`src/hw/scpm_pkg.sv`:
```
`default_nettype none
package scpm_pkg;

  // register addresses on the special function bus
  localparam logic [7:0] ADDR_POWER_CTRL = 8'h87;
  localparam logic [7:0] ADDR_CLOCK_SEL = 8'h8F;
  localparam logic [7:0] ADDR_WAKE_MASK = 8'h9F;
  localparam logic [7:0] ADDR_TIMED_UNLOCK = 8'hC9;

  // reset values
  localparam logic [7:0] CLOCK_SEL_RESET = 8'h0C;
  localparam logic [7:0] WAKE_MASK_RESET = 8'hFF;

  // clock selection fields
  localparam int PREDIV_LSB = 4;
  localparam int SETTLE_LSB = 2;
  localparam int SOURCE_LSB = 0;
  localparam logic [1:0] SRC_FAST_A = 2'h0;
  localparam logic [1:0] SRC_SLOW = 2'h1;
  localparam logic [1:0] SRC_FAST_B = 2'h2;
  localparam logic [1:0] SRC_EXT = 2'h3;

  // power control bit positions
  localparam int PWR_IDLE_BIT = 0;
  localparam int PWR_STOP_BIT = 1;
  localparam int PWR_SLEEP_BIT = 2;

  // unlock sequence
  localparam logic [7:0] UNLOCK_KEY_1 = 8'hAA;
  localparam logic [7:0] UNLOCK_KEY_2 = 8'h55;
  localparam logic [7:0] UNLOCK_CLOSE = 8'h00;
  localparam logic [8:0] UNLOCK_PERIODS = 9'h100;

  typedef enum logic [2:0] {
    SCPM_RUN = 3'h0,
    SCPM_IDLE = 3'h1,
    SCPM_STOP = 3'h3,
    SCPM_SLEEP = 3'h2,
    SCPM_SETTLE = 3'h6
  } scpm_state_t;

  // fast oscillator pre-divider ratio for a code
  function automatic logic [8:0] scpm_prediv(input logic [3:0] code);
    case (code)
      4'h0: scpm_prediv = 9'h001;
      4'h1: scpm_prediv = 9'h002;
      4'h2: scpm_prediv = 9'h004;
      4'h3: scpm_prediv = 9'h006;
      4'h4: scpm_prediv = 9'h008;
      4'h5: scpm_prediv = 9'h00A;
      4'h6: scpm_prediv = 9'h00C;
      4'h7: scpm_prediv = 9'h00E;
      4'h8: scpm_prediv = 9'h010;
      4'h9: scpm_prediv = 9'h020;
      4'hA: scpm_prediv = 9'h040;
      4'hB: scpm_prediv = 9'h080;
      default: scpm_prediv = 9'h100;
    endcase
  endfunction

  // regulator settle length in slow oscillator cycles
  function automatic logic [8:0] scpm_settle(input logic [1:0] code);
    case (code)
      2'h0: scpm_settle = 9'h004;
      2'h1: scpm_settle = 9'h010;
      2'h2: scpm_settle = 9'h040;
      default: scpm_settle = 9'h100;
    endcase
  endfunction

endpackage
`default_nettype wire

```
`src/hw/scpm_prediv.sv`:
```
`timescale 1ns/10ps
`default_nettype none
module scpm_prediv (
  input wire logic ref_clk,
  input wire logic rst_n,
  input wire logic fast_osc_on,
  input wire logic [3:0] fast_osc_prediv,
  output logic fast_tick
);

  logic [8:0] cnt;
  logic [8:0] ratio;

  assign ratio = scpm_pkg::scpm_prediv(fast_osc_prediv);

  // counts fast oscillator cycles; a tick marks one divided period
  always_ff @(posedge ref_clk) begin
    if (!rst_n || !fast_osc_on) begin
      cnt <= 9'h000;
    end else if (cnt >= ratio - 9'h001) begin
      cnt <= 9'h000;
    end else begin
      cnt <= cnt + 9'h001;
    end
  end

  always_ff @(posedge ref_clk) begin
    if (!rst_n) begin
      fast_tick <= 1'b0;
    end else begin
      fast_tick <= fast_osc_on && (cnt >= ratio - 9'h001);
    end
  end

endmodule
`default_nettype wire

```
`src/hw/scpm_top.sv`:
```
// Summary of operation
// - divider code 0 undivided; codes 1-11 divide 2..128; 12-15 divide 256.
// - settle select picks 4, 16, 64 or 256 slow cycles; resets to 256.
// - source 00/10 divided fast, 01 slow 32k, 11 external; resets fast.
// - clock select writes only while unlock window is open; resets to 0x0C.
// - wake mask resets 0xFF, writable only when unlocked; eight sources.
// - wake from stop or sleep on an edge of an unmasked source.
// - wake detection is independent of interrupt enables.
// - on wake the system clock restarts once the fast oscillator runs.
// - only pins, link wake detector and slow timer can wake stop or sleep.
// - idle gates the cpu clock while peripheral clock keeps running.
// - idle ends on reset or an enabled interrupt request.
// - leaving idle clears the idle bit and resumes the cpu.
// - stop halts all clocks; oscillator disabled one edge after entry.
// - stop ends on reset or unmasked wake edge; bit cleared, settings kept.
// - main regulator stays enabled during stop.
// - sleep disables the main regulator; state is retained.
// - sleep wake enables regulator, waits settle count, restarts clock.
// - unlock window stays open 256 system clock periods, then expires.
// - writing zero to the unlock register closes the window at once.
`timescale 1ns/10ps
`default_nettype none
module scpm_top (
  input wire logic ref_clk,
  input wire logic rst_n,
  input wire logic [7:0] sfr_addr,
  input wire logic sfr_wr,
  input wire logic sfr_rd,
  input wire logic [7:0] sfr_wdata,
  output logic [7:0] sfr_rdata,
  input wire logic slow_osc_32k,
  input wire logic external_clock_in,
  input wire logic [7:0] wake_src,
  input wire logic lin_wake,
  input wire logic slow_wake_timer,
  input wire logic irq_request,
  output logic system_clock_tick,
  output logic cpu_clock_tick,
  output logic fast_osc_en,
  output logic main_reg_en,
  output logic cpu_resume,
  output logic timed_unlock_window
);

  scpm_pkg::scpm_state_t state;
  scpm_pkg::scpm_state_t next_state;
  logic [3:0] fast_osc_prediv;
  logic [1:0] regulator_settle_sel;
  logic [1:0] clock_source_sel;
  logic [7:0] wake_mask;
  logic [2:0] power_control_reg;
  logic unlock_armed;
  logic [8:0] unlock_cnt;
  logic [8:0] settle_cnt;
  logic slow_prev;
  logic ext_prev;
  logic [9:0] wake_prev;
  logic fast_tick;
  logic slow_rise;
  logic ext_rise;
  logic src_tick;
  logic [9:0] wake_level;
  logic wake_event;
  logic wr_unlock;
  logic wr_clock_sel;
  logic wr_wake_mask;
  logic wr_power;
  logic key_open;

  assign wr_unlock = sfr_wr && (sfr_addr == scpm_pkg::ADDR_TIMED_UNLOCK);
  assign wr_clock_sel = sfr_wr && (sfr_addr == scpm_pkg::ADDR_CLOCK_SEL);
  assign wr_wake_mask = sfr_wr && (sfr_addr == scpm_pkg::ADDR_WAKE_MASK);
  assign wr_power = sfr_wr && (sfr_addr == scpm_pkg::ADDR_POWER_CTRL);
  assign key_open = wr_unlock && unlock_armed &&
                    (sfr_wdata == scpm_pkg::UNLOCK_KEY_2);

  scpm_prediv i_scpm_prediv (
    .ref_clk(ref_clk),
    .rst_n(rst_n),
    .fast_osc_on(fast_osc_en),
    .fast_osc_prediv(fast_osc_prediv),
    .fast_tick(fast_tick)
  );

  // edge detection of the slow and external clock inputs
  always_ff @(posedge ref_clk) begin
    if (!rst_n) begin
      slow_prev <= 1'b0;
      ext_prev <= 1'b0;
    end else begin
      slow_prev <= slow_osc_32k;
      ext_prev <= external_clock_in;
    end
  end

  assign slow_rise = slow_osc_32k && !slow_prev;
  assign ext_rise = external_clock_in && !ext_prev;

  // source multiplexer
  always_comb begin
    case (clock_source_sel)
      scpm_pkg::SRC_SLOW: src_tick = slow_rise;
      scpm_pkg::SRC_EXT: src_tick = ext_rise;
      default: src_tick = fast_tick;
    endcase
  end

  // wake sources: masked interrupt pins plus the unclocked sources
  assign wake_level = {wake_src & wake_mask, lin_wake,
                       slow_wake_timer};

  always_ff @(posedge ref_clk) begin
    if (!rst_n) begin
      wake_prev <= 10'h000;
    end else begin
      wake_prev <= wake_level;
    end
  end

  // edge only, regardless of interrupt trigger or enable
  assign wake_event = |(wake_level & ~wake_prev);

  // timed unlock sequence
  always_ff @(posedge ref_clk) begin
    if (!rst_n) begin
      unlock_armed <= 1'b0;
    end else if (sfr_wr) begin
      unlock_armed <= wr_unlock &&
                      (sfr_wdata == scpm_pkg::UNLOCK_KEY_1);
    end
  end

  always_ff @(posedge ref_clk) begin
    if (!rst_n) begin
      unlock_cnt <= 9'h000;
    end else if (wr_unlock && sfr_wdata == scpm_pkg::UNLOCK_CLOSE) begin
      unlock_cnt <= 9'h000;
    end else if (key_open) begin
      unlock_cnt <= scpm_pkg::UNLOCK_PERIODS;
    end else if (unlock_cnt != 9'h000 && system_clock_tick) begin
      unlock_cnt <= unlock_cnt - 9'h001;
    end
  end

  always_ff @(posedge ref_clk) begin
    if (!rst_n) begin
      timed_unlock_window <= 1'b0;
    end else if (wr_unlock && sfr_wdata == scpm_pkg::UNLOCK_CLOSE) begin
      timed_unlock_window <= 1'b0;
    end else if (key_open) begin
      timed_unlock_window <= 1'b1;
    end else if (unlock_cnt == 9'h001 && system_clock_tick) begin
      timed_unlock_window <= 1'b0;
    end
  end

  // protected clock selection register
  always_ff @(posedge ref_clk) begin
    if (!rst_n) begin
      fast_osc_prediv <= scpm_pkg::CLOCK_SEL_RESET[scpm_pkg::PREDIV_LSB +: 4];
      regulator_settle_sel <=
        scpm_pkg::CLOCK_SEL_RESET[scpm_pkg::SETTLE_LSB +: 2];
      clock_source_sel <=
        scpm_pkg::CLOCK_SEL_RESET[scpm_pkg::SOURCE_LSB +: 2];
    end else if (wr_clock_sel && timed_unlock_window) begin
      fast_osc_prediv <= sfr_wdata[scpm_pkg::PREDIV_LSB +: 4];
      regulator_settle_sel <= sfr_wdata[scpm_pkg::SETTLE_LSB +: 2];
      clock_source_sel <= sfr_wdata[scpm_pkg::SOURCE_LSB +: 2];
    end
  end

  // protected wake mask register
  always_ff @(posedge ref_clk) begin
    if (!rst_n) begin
      wake_mask <= scpm_pkg::WAKE_MASK_RESET;
    end else if (wr_wake_mask && timed_unlock_window) begin
      wake_mask <= sfr_wdata;
    end
  end

  // register read data
  always_ff @(posedge ref_clk) begin
    if (!rst_n) begin
      sfr_rdata <= 8'h00;
    end else if (sfr_rd) begin
      case (sfr_addr)
        scpm_pkg::ADDR_CLOCK_SEL:
          sfr_rdata <= {fast_osc_prediv, 2'h0, clock_source_sel};
        scpm_pkg::ADDR_WAKE_MASK: sfr_rdata <= wake_mask;
        scpm_pkg::ADDR_TIMED_UNLOCK:
          sfr_rdata <= {7'h00, timed_unlock_window};
        default: sfr_rdata <= 8'h00;
      endcase
    end
  end

  // power mode sequencer
  always_comb begin
    next_state = state;
    case (state)
      scpm_pkg::SCPM_RUN: begin
        if (wr_power && sfr_wdata[scpm_pkg::PWR_SLEEP_BIT]) begin
          next_state = scpm_pkg::SCPM_SLEEP;
        end else if (wr_power && sfr_wdata[scpm_pkg::PWR_STOP_BIT]) begin
          next_state = scpm_pkg::SCPM_STOP;
        end else if (wr_power && sfr_wdata[scpm_pkg::PWR_IDLE_BIT]) begin
          next_state = scpm_pkg::SCPM_IDLE;
        end
      end
      scpm_pkg::SCPM_IDLE: begin
        if (irq_request) begin
          next_state = scpm_pkg::SCPM_RUN;
        end
      end
      scpm_pkg::SCPM_STOP: begin
        if (wake_event) begin
          next_state = scpm_pkg::SCPM_RUN;
        end
      end
      scpm_pkg::SCPM_SLEEP: begin
        if (wake_event) begin
          next_state = scpm_pkg::SCPM_SETTLE;
        end
      end
      scpm_pkg::SCPM_SETTLE: begin
        if (slow_rise && settle_cnt <= 9'h001) begin
          next_state = scpm_pkg::SCPM_RUN;
        end
      end
      default: next_state = scpm_pkg::SCPM_RUN;
    endcase
  end

  always_ff @(posedge ref_clk) begin
    if (!rst_n) begin
      state <= scpm_pkg::SCPM_RUN;
    end else begin
      state <= next_state;
    end
  end

  // mode bits; hardware clears them on exit
  always_ff @(posedge ref_clk) begin
    if (!rst_n) begin
      power_control_reg <= 3'h0;
    end else if (state != scpm_pkg::SCPM_RUN &&
                 next_state == scpm_pkg::SCPM_RUN) begin
      power_control_reg <= 3'h0;
    end else if (state == scpm_pkg::SCPM_RUN && wr_power) begin
      power_control_reg <= sfr_wdata[2:0];
    end
  end

  // regulator settle counter on slow oscillator edges
  always_ff @(posedge ref_clk) begin
    if (!rst_n) begin
      settle_cnt <= 9'h000;
    end else if (state == scpm_pkg::SCPM_SLEEP) begin
      settle_cnt <= scpm_pkg::scpm_settle(regulator_settle_sel);
    end else if (state == scpm_pkg::SCPM_SETTLE && slow_rise) begin
      settle_cnt <= settle_cnt - 9'h001;
    end
  end

  // oscillator off one edge after stop or sleep entry
  always_ff @(posedge ref_clk) begin
    if (!rst_n) begin
      fast_osc_en <= 1'b1;
    end else begin
      fast_osc_en <= state == scpm_pkg::SCPM_RUN ||
                     state == scpm_pkg::SCPM_IDLE;
    end
  end

  // regulator off only in sleep
  always_ff @(posedge ref_clk) begin
    if (!rst_n) begin
      main_reg_en <= 1'b1;
    end else begin
      main_reg_en <= next_state != scpm_pkg::SCPM_SLEEP;
    end
  end

  // clock gating
  always_ff @(posedge ref_clk) begin
    if (!rst_n) begin
      system_clock_tick <= 1'b0;
    end else begin
      system_clock_tick <= src_tick && (state == scpm_pkg::SCPM_RUN ||
                           state == scpm_pkg::SCPM_IDLE);
    end
  end

  always_ff @(posedge ref_clk) begin
    if (!rst_n) begin
      cpu_clock_tick <= 1'b0;
    end else begin
      cpu_clock_tick <= src_tick && state == scpm_pkg::SCPM_RUN;
    end
  end

  // resume pulse toward the cpu on any return to run
  always_ff @(posedge ref_clk) begin
    if (!rst_n) begin
      cpu_resume <= 1'b0;
    end else begin
      cpu_resume <= state != scpm_pkg::SCPM_RUN &&
                    next_state == scpm_pkg::SCPM_RUN;
    end
  end
endmodule
`default_nettype wire

```
`config.mk`:
```
export PLATFORM = sky130hd
export DESIGN_NAME = scpm_top
export DESIGN_NICKNAME = d
export VERILOG_FILES = /design/src/hw/scpm_pkg.sv /design/src/hw/scpm_prediv.sv /design/src/hw/scpm_top.sv
export SDC_FILE = /design/constraint.sdc
export NUM_CORES = 1
export LEC_CHECK = 0
export BUFFER_PORTS_ARGS = -buffer_cell sky130_fd_sc_hd__buf_2
export CORE_MARGIN = 2
export CORE_UTILIZATION = 52
export CTS_CLUSTER_SIZE = 28
export DETAILED_ROUTE_END_ITERATION = 7
export PLACE_DENSITY_LB_ADDON = 0.15
export SYNTH_ARGS = -nofsm -noshare
export SYNTH_HDL_FRONTEND = slang
export SYNTH_HIERARCHICAL = 1
export SYNTH_SLANG_ARGS = --single-unit
```
`constraint.sdc`:
```
create_clock -name ref_clk -period 2.9 [get_ports ref_clk]
set_input_delay 0.145 -clock ref_clk [delete_from_list [all_inputs] [get_ports ref_clk]]
set_output_delay 0.145 -clock ref_clk [all_outputs]
set_load 0.1 [all_outputs]
```
-- After elaboration in Yosys (flattened, before gate mapping)
Memories as Yosys holds them, arrays and structs flattened. A register that Yosys moved wholly into a read port is not among the register bits.
Index checks and enable logic that the tools add are counted.
Widths: inputs -> output; s select.
- register bits after elaboration: 74
- latch bits: 0
- RAM bits: 0
- ROM bits: 144
- input port bits: 33
- output and inout port bits: 14
- word-level logic and storage cells: 109
- memories kept: 1
- memories (memory ; depth ; bits a word ; rd ports ; clocked after Yosys merged registers in ; wr ports ; line ; RTL):
    (name not given) ; 16 ; 9 ; 1 ; 1 ; 0 ; scpm_pkg.sv:44 ; case (code)
- add/sub/neg operators: 4
- multipliers: 0
- divide/modulo/power cells: 0
- order comparisons: 2
- equal/unequal tests: 16
- shifts and indexed selects: 0
- mux-type cells: 19
- bitwise logic cells: 4
- reductions and logical operators: 42
- operators with widths (operator ; count):
    $eq 8x8->1 const B ; 5
    $mux 9 ; 4
    $pmux 9 s3 ; 1
    $sub 9x1->9 const B ; 3
    $pmux 8 s3 ; 1
    $logic_and 1x1->1 ; 23
    $mux 3 ; 7
    $pmux 3 s5 ; 1
    $and 10x10->10 ; 1
    $not 10->10 ; 1
    $reduce_or 10->1 ; 1
    $add 9x1->9 const B ; 1
    $eq 9x1->1 const B ; 1
    $ge 9x9->1 ; 1
    $le 9x1->1 const B ; 1
    $reduce_bool 9->1 ; 1
    $and 8x8->8 ; 1
    $eq 8x7->1 const B ; 1
    $logic_not 8->1 ; 1
    $mux 4 ; 2
    $eq 3x2->1 const B ; 2
    $logic_not 3->1 ; 2
    $reduce_bool 2->1 ; 3
    $eq 2x1->1 const B ; 2
    other kinds (13) ; 20

-- Depth between registers and ports, before layout
- depth in word-level cells: 9
- mapped depth: 12
- depth with buffers taken out: 11

-- Cells and area by module
Netlist, hierarchy kept.
- modules (own cells, without submodules) (module ; instances ; cells an instance ; area an instance (um^2) ; sequential area each (um^2)):
    scpm_top ; 1 ; 319 ; 2890.3 ; 1281.2
    scpm_prediv ; 1 ; 86 ; 747.0 ; 200.2

-- Worst setup path before layout
Ideal clock, no wire load.
- kind: reg-to-reg
- from: reg fast_osc_prediv[3] (netlist name)
- to: reg i_scpm_prediv.fast_tick
- library setup time: 0.069 ns
- arrival time: 2.610 ns
- data required time: 2.831 ns
- setup slack: 0.221 ns
- cell stages (with the launch flop): 13
- path buffers: 1
- clock period less this slack: 2.679 ns
- path through: dfxtp_1 > clkbuf_1 > nor3_1 > nand2b_1 > ha_1 > nor3b_1 > a31oi_1 > o22a_1 > ha_1 > nand4_2 > or3_4 > o311ai_4 > nor2b_1
- RTL lines (what ; line ; RTL):
    end signal: assignment ; scpm_prediv.sv:31 ; fast_tick <= fast_osc_on && (cnt >= ratio - 9'h001);
    end: declaration ; scpm_prediv.sv:8 ; output logic fast_tick

==> impl_results.md <==
* Status: completed
* Sink Count at 74
* EDFF count, synth at 0
* CTS H-tree depth at 3
* Final worst slack at 0.236 ns
* Period Utilization, post-route at 0.919
* IO buf count at 46
* Setup violators final at 0
* Dominant synthesized flop cell: dfxtp_1
* Wire per inst at 14.3 µm
* Iter 0 DRT Violations at 139
* Core footprint at 6790 µm²
* CP arrival at 2.95 ns
* Row count at 30
* Register bit total from synthesis at 74
* Yosys warning count at 6
* Layout cells sized above 1 at 0.176
* Antenna violations before repair at 0
* Number of antenna diodes at 0
* Grt ovf at 0
* I/O Pins at 47
* Die Y at 87.6 µm
* Setup Buffers After CTS at 0
* Critical Path End Type: register
* Mean Syn Cell Area at 8.98 µm²
* DRT Wirelength at 7950 µm
* Required time worst endpoint at 3.19 ns
* Post-synthesis cell count at 405
* RSZ-0062 raised after global routing: no
* GRT Overall Usage at 0.221
* Clk pin slew, worst setup/hold paths at 0.09 ns
* Initial core utilization at 0.535
* Global-route wire length before repair at 13300 µm
* Peak supply drop at 0.265 mV
* Worst Skew at 0.0173 ns
* Setup TNS at 0 ns
* Crit Path Max Fanout at 10
* Worst slack at placement at 0.0857 ns
* Slew margin rel. at 0.560
* Clock Path Buffers at 2
* Clock period minus worst slack at 2.66 ns
* Inserted Clock Buffers at 9
* DRC Markers at 0
* Worst-Skew Late Latency at 0.35 ns
* Least-Margin Pin Slew at 0.654 ns
* Final hold vios at 0
* Pleak at 1.66 nW
* Hold Path Class: in2reg
* Syn nets at 453
* Maximum Capacitance Violations at 0
* Synth Cell Area at 3640 µm²
* Vias in the first global route at 2781
* Setup CP Type: reg2reg
* Power, Total at 0.00246 W
* Pin count of the biggest net entering global routing at 45
* Register area share after synthesis at 0.407
* Nets at 503
* CTS tree: done
* Post-synth ARST share at 0
* Clock root buffer: clkbuf_8
* Power Density at 585 nW/µm²
* Post-route ant nets at 0
* Hpwl dp at 5920 µm
* Drt pass-1 iters at 5
* Pins Over Slew Limit at 0
* Fmax at 375 MHz
* Die X at 87.6 µm
* Vias at 3014
* Die area at 7680 µm²
* Hold_ws at 0.0150 ns
* Area growth from synthesis to layout at 15.8%
* Vias per cell at 5.42
* Synth cell types at 62
* RD Place Congestion at 0.852
* Startpoint types: register
[stage by stage]
stage,util,area [µm²],instances
final,0.620,4210,556
after global routing,0.620,4210,556
after CTS,0.619,4200,556
after detailed placement,0.582,3960,540
after global placement,0.582,3960,540
after floorplan,-,3640,405
[worst max-delay path, cell delays in order, from the launching register on]
cell      delay (ns)
dfxtp_1         0.33
nor3_2          0.21
nand2b_1        0.12
ha_1            0.28
nor2_1          0.18
a31oi_1         0.11
o22a_1          0.18
ha_1            0.30
nand4_2         0.13
or3_4           0.42
o311ai_4        0.16
nor2b_1         0.18
[where the power goes]
part           internal [W]  switching [W]
sequential          0.00106      0.0000438
combinational      0.000151       0.000209
clock              0.000579       0.000415
[layout make-up]
class                   count  area, µm²
clock buffers               9        124
clock inverters             7        124
fillers                   609       2580
inverters                  23       86.3
multi-input cells         296       2010
flip-flops and latches     74       1480
well taps                  96        120
repair buffers             51        268
[registers in the layout (all words and copies together) (netlist names)]
name,flops
main_reg_en,1
fast_osc_en,1
unlock_cnt,9
i_scpm_prediv/fast_tick,1
unlock_armed,1
timed_unlock_window,1
cpu_clock_tick,1
settle_cnt,9
state,3
cpu_resume,1
clock_source_sel,2
sfr_rdata,8
system_clock_tick,1
ext_prev,1
wake_prev,10
slow_prev,1
regulator_settle_sel,2
i_scpm_prediv/cnt,9
fast_osc_prediv,4
wake_mask,8
[what timing repair did]
item,CTS,global route
resized for setup,0,3
setup endpoints to repair,0,10
hold buffers,0,0
[metal layers]
layer	vias up	track usage	routed length, µm
li1	1545	-	-
met1	1387	0.317	3920
met2	76	0.340	3590
met3	6	0.0339	379
met4	0	0.0755	65
met5	-	0	0
[synthesized netlist by cell type (3+ instances only)]
master / n / area share
nand2b_1: 12 / 0.021
mux2i_1: 16 / 0.044
o21bai_1: 3 / 0.0062
a21oi_1: 12 / 0.017
a31oi_1: 4 / 0.0069
and3_1: 10 / 0.017
xnor2_1: 14 / 0.034
nand3b_1: 5 / 0.010
nand3_1: 7 / 0.0096
nor2b_1: 9 / 0.015
nor3_1: 17 / 0.023
clkbuf_1: 9 / 0.0093
o22ai_1: 8 / 0.014
and2_1: 13 / 0.022
xor2_1: 5 / 0.012
dfxtp_1: 74 / 0.41
nand4_1: 5 / 0.0086
nor4_1: 7 / 0.012
nand2_1: 40 / 0.041
ha_1: 15 / 0.052
a21boi_0: 5 / 0.010
inv_1: 23 / 0.024
a22oi_1: 5 / 0.010
o21ai_0: 8 / 0.011
nor2_1: 30 / 0.031
o21a_1: 5 / 0.010
[cells by family after synthesis]
family | synth area share
compound gates | 0.141
xor+xnor | 0.0458
fa+ha+maj | 0.0516
buf+inv | 0.0427
flops | 0.407
mux | 0.0440
simple gates | 0.267
[final timing paths]
path / start / to / slack [ns] / depth (start not counted)
min reg2reg: sfr_rdata[2]$_SDFFE_PN0P_ / sfr_rdata[2]$_SDFFE_PN0P_ / 0.48 / 2
max: fast_osc_prediv[1]$_SDFFE_PN0P_ / i_scpm_prediv/fast_tick$_SDFF_PN0_ / 0.24 / 11
min: slow_wake_timer / wake_prev[0]$_SDFF_PN0_ / 0.01 / 2
max reg2reg: fast_osc_prediv[1]$_SDFFE_PN0P_ / i_scpm_prediv/fast_tick$_SDFF_PN0_ / 0.24 / 11
[cell usage in the layout, fill, tap and decap left out, drive strengths merged, types with 3 or more instances in the layout]
| cell type | n |
|---|---|
| nor4 | 8 |
| nor3 | 19 |
| a22oi | 5 |
| xnor2 | 14 |
| o22ai | 8 |
| bufinv | 3 |
| xor2 | 5 |
| o21bai | 3 |
| nand3b | 5 |
| and2 | 13 |
| a21oi | 12 |
| nand2b | 12 |
| nand4 | 6 |
| a31oi | 4 |
| o21ai | 9 |
| nor2b | 9 |
| inv | 25 |
| or3b | 3 |
| ha | 15 |
| nand3 | 7 |
| o21a | 5 |
| nand2 | 41 |
| buf | 51 |
| and3 | 11 |
| dfxtp | 74 |
| clkbuf | 9 |
| mux2i | 16 |
| nor2 | 30 |
| a21boi | 5 |
No activity file was read; power rests on OpenSTA's default activity.
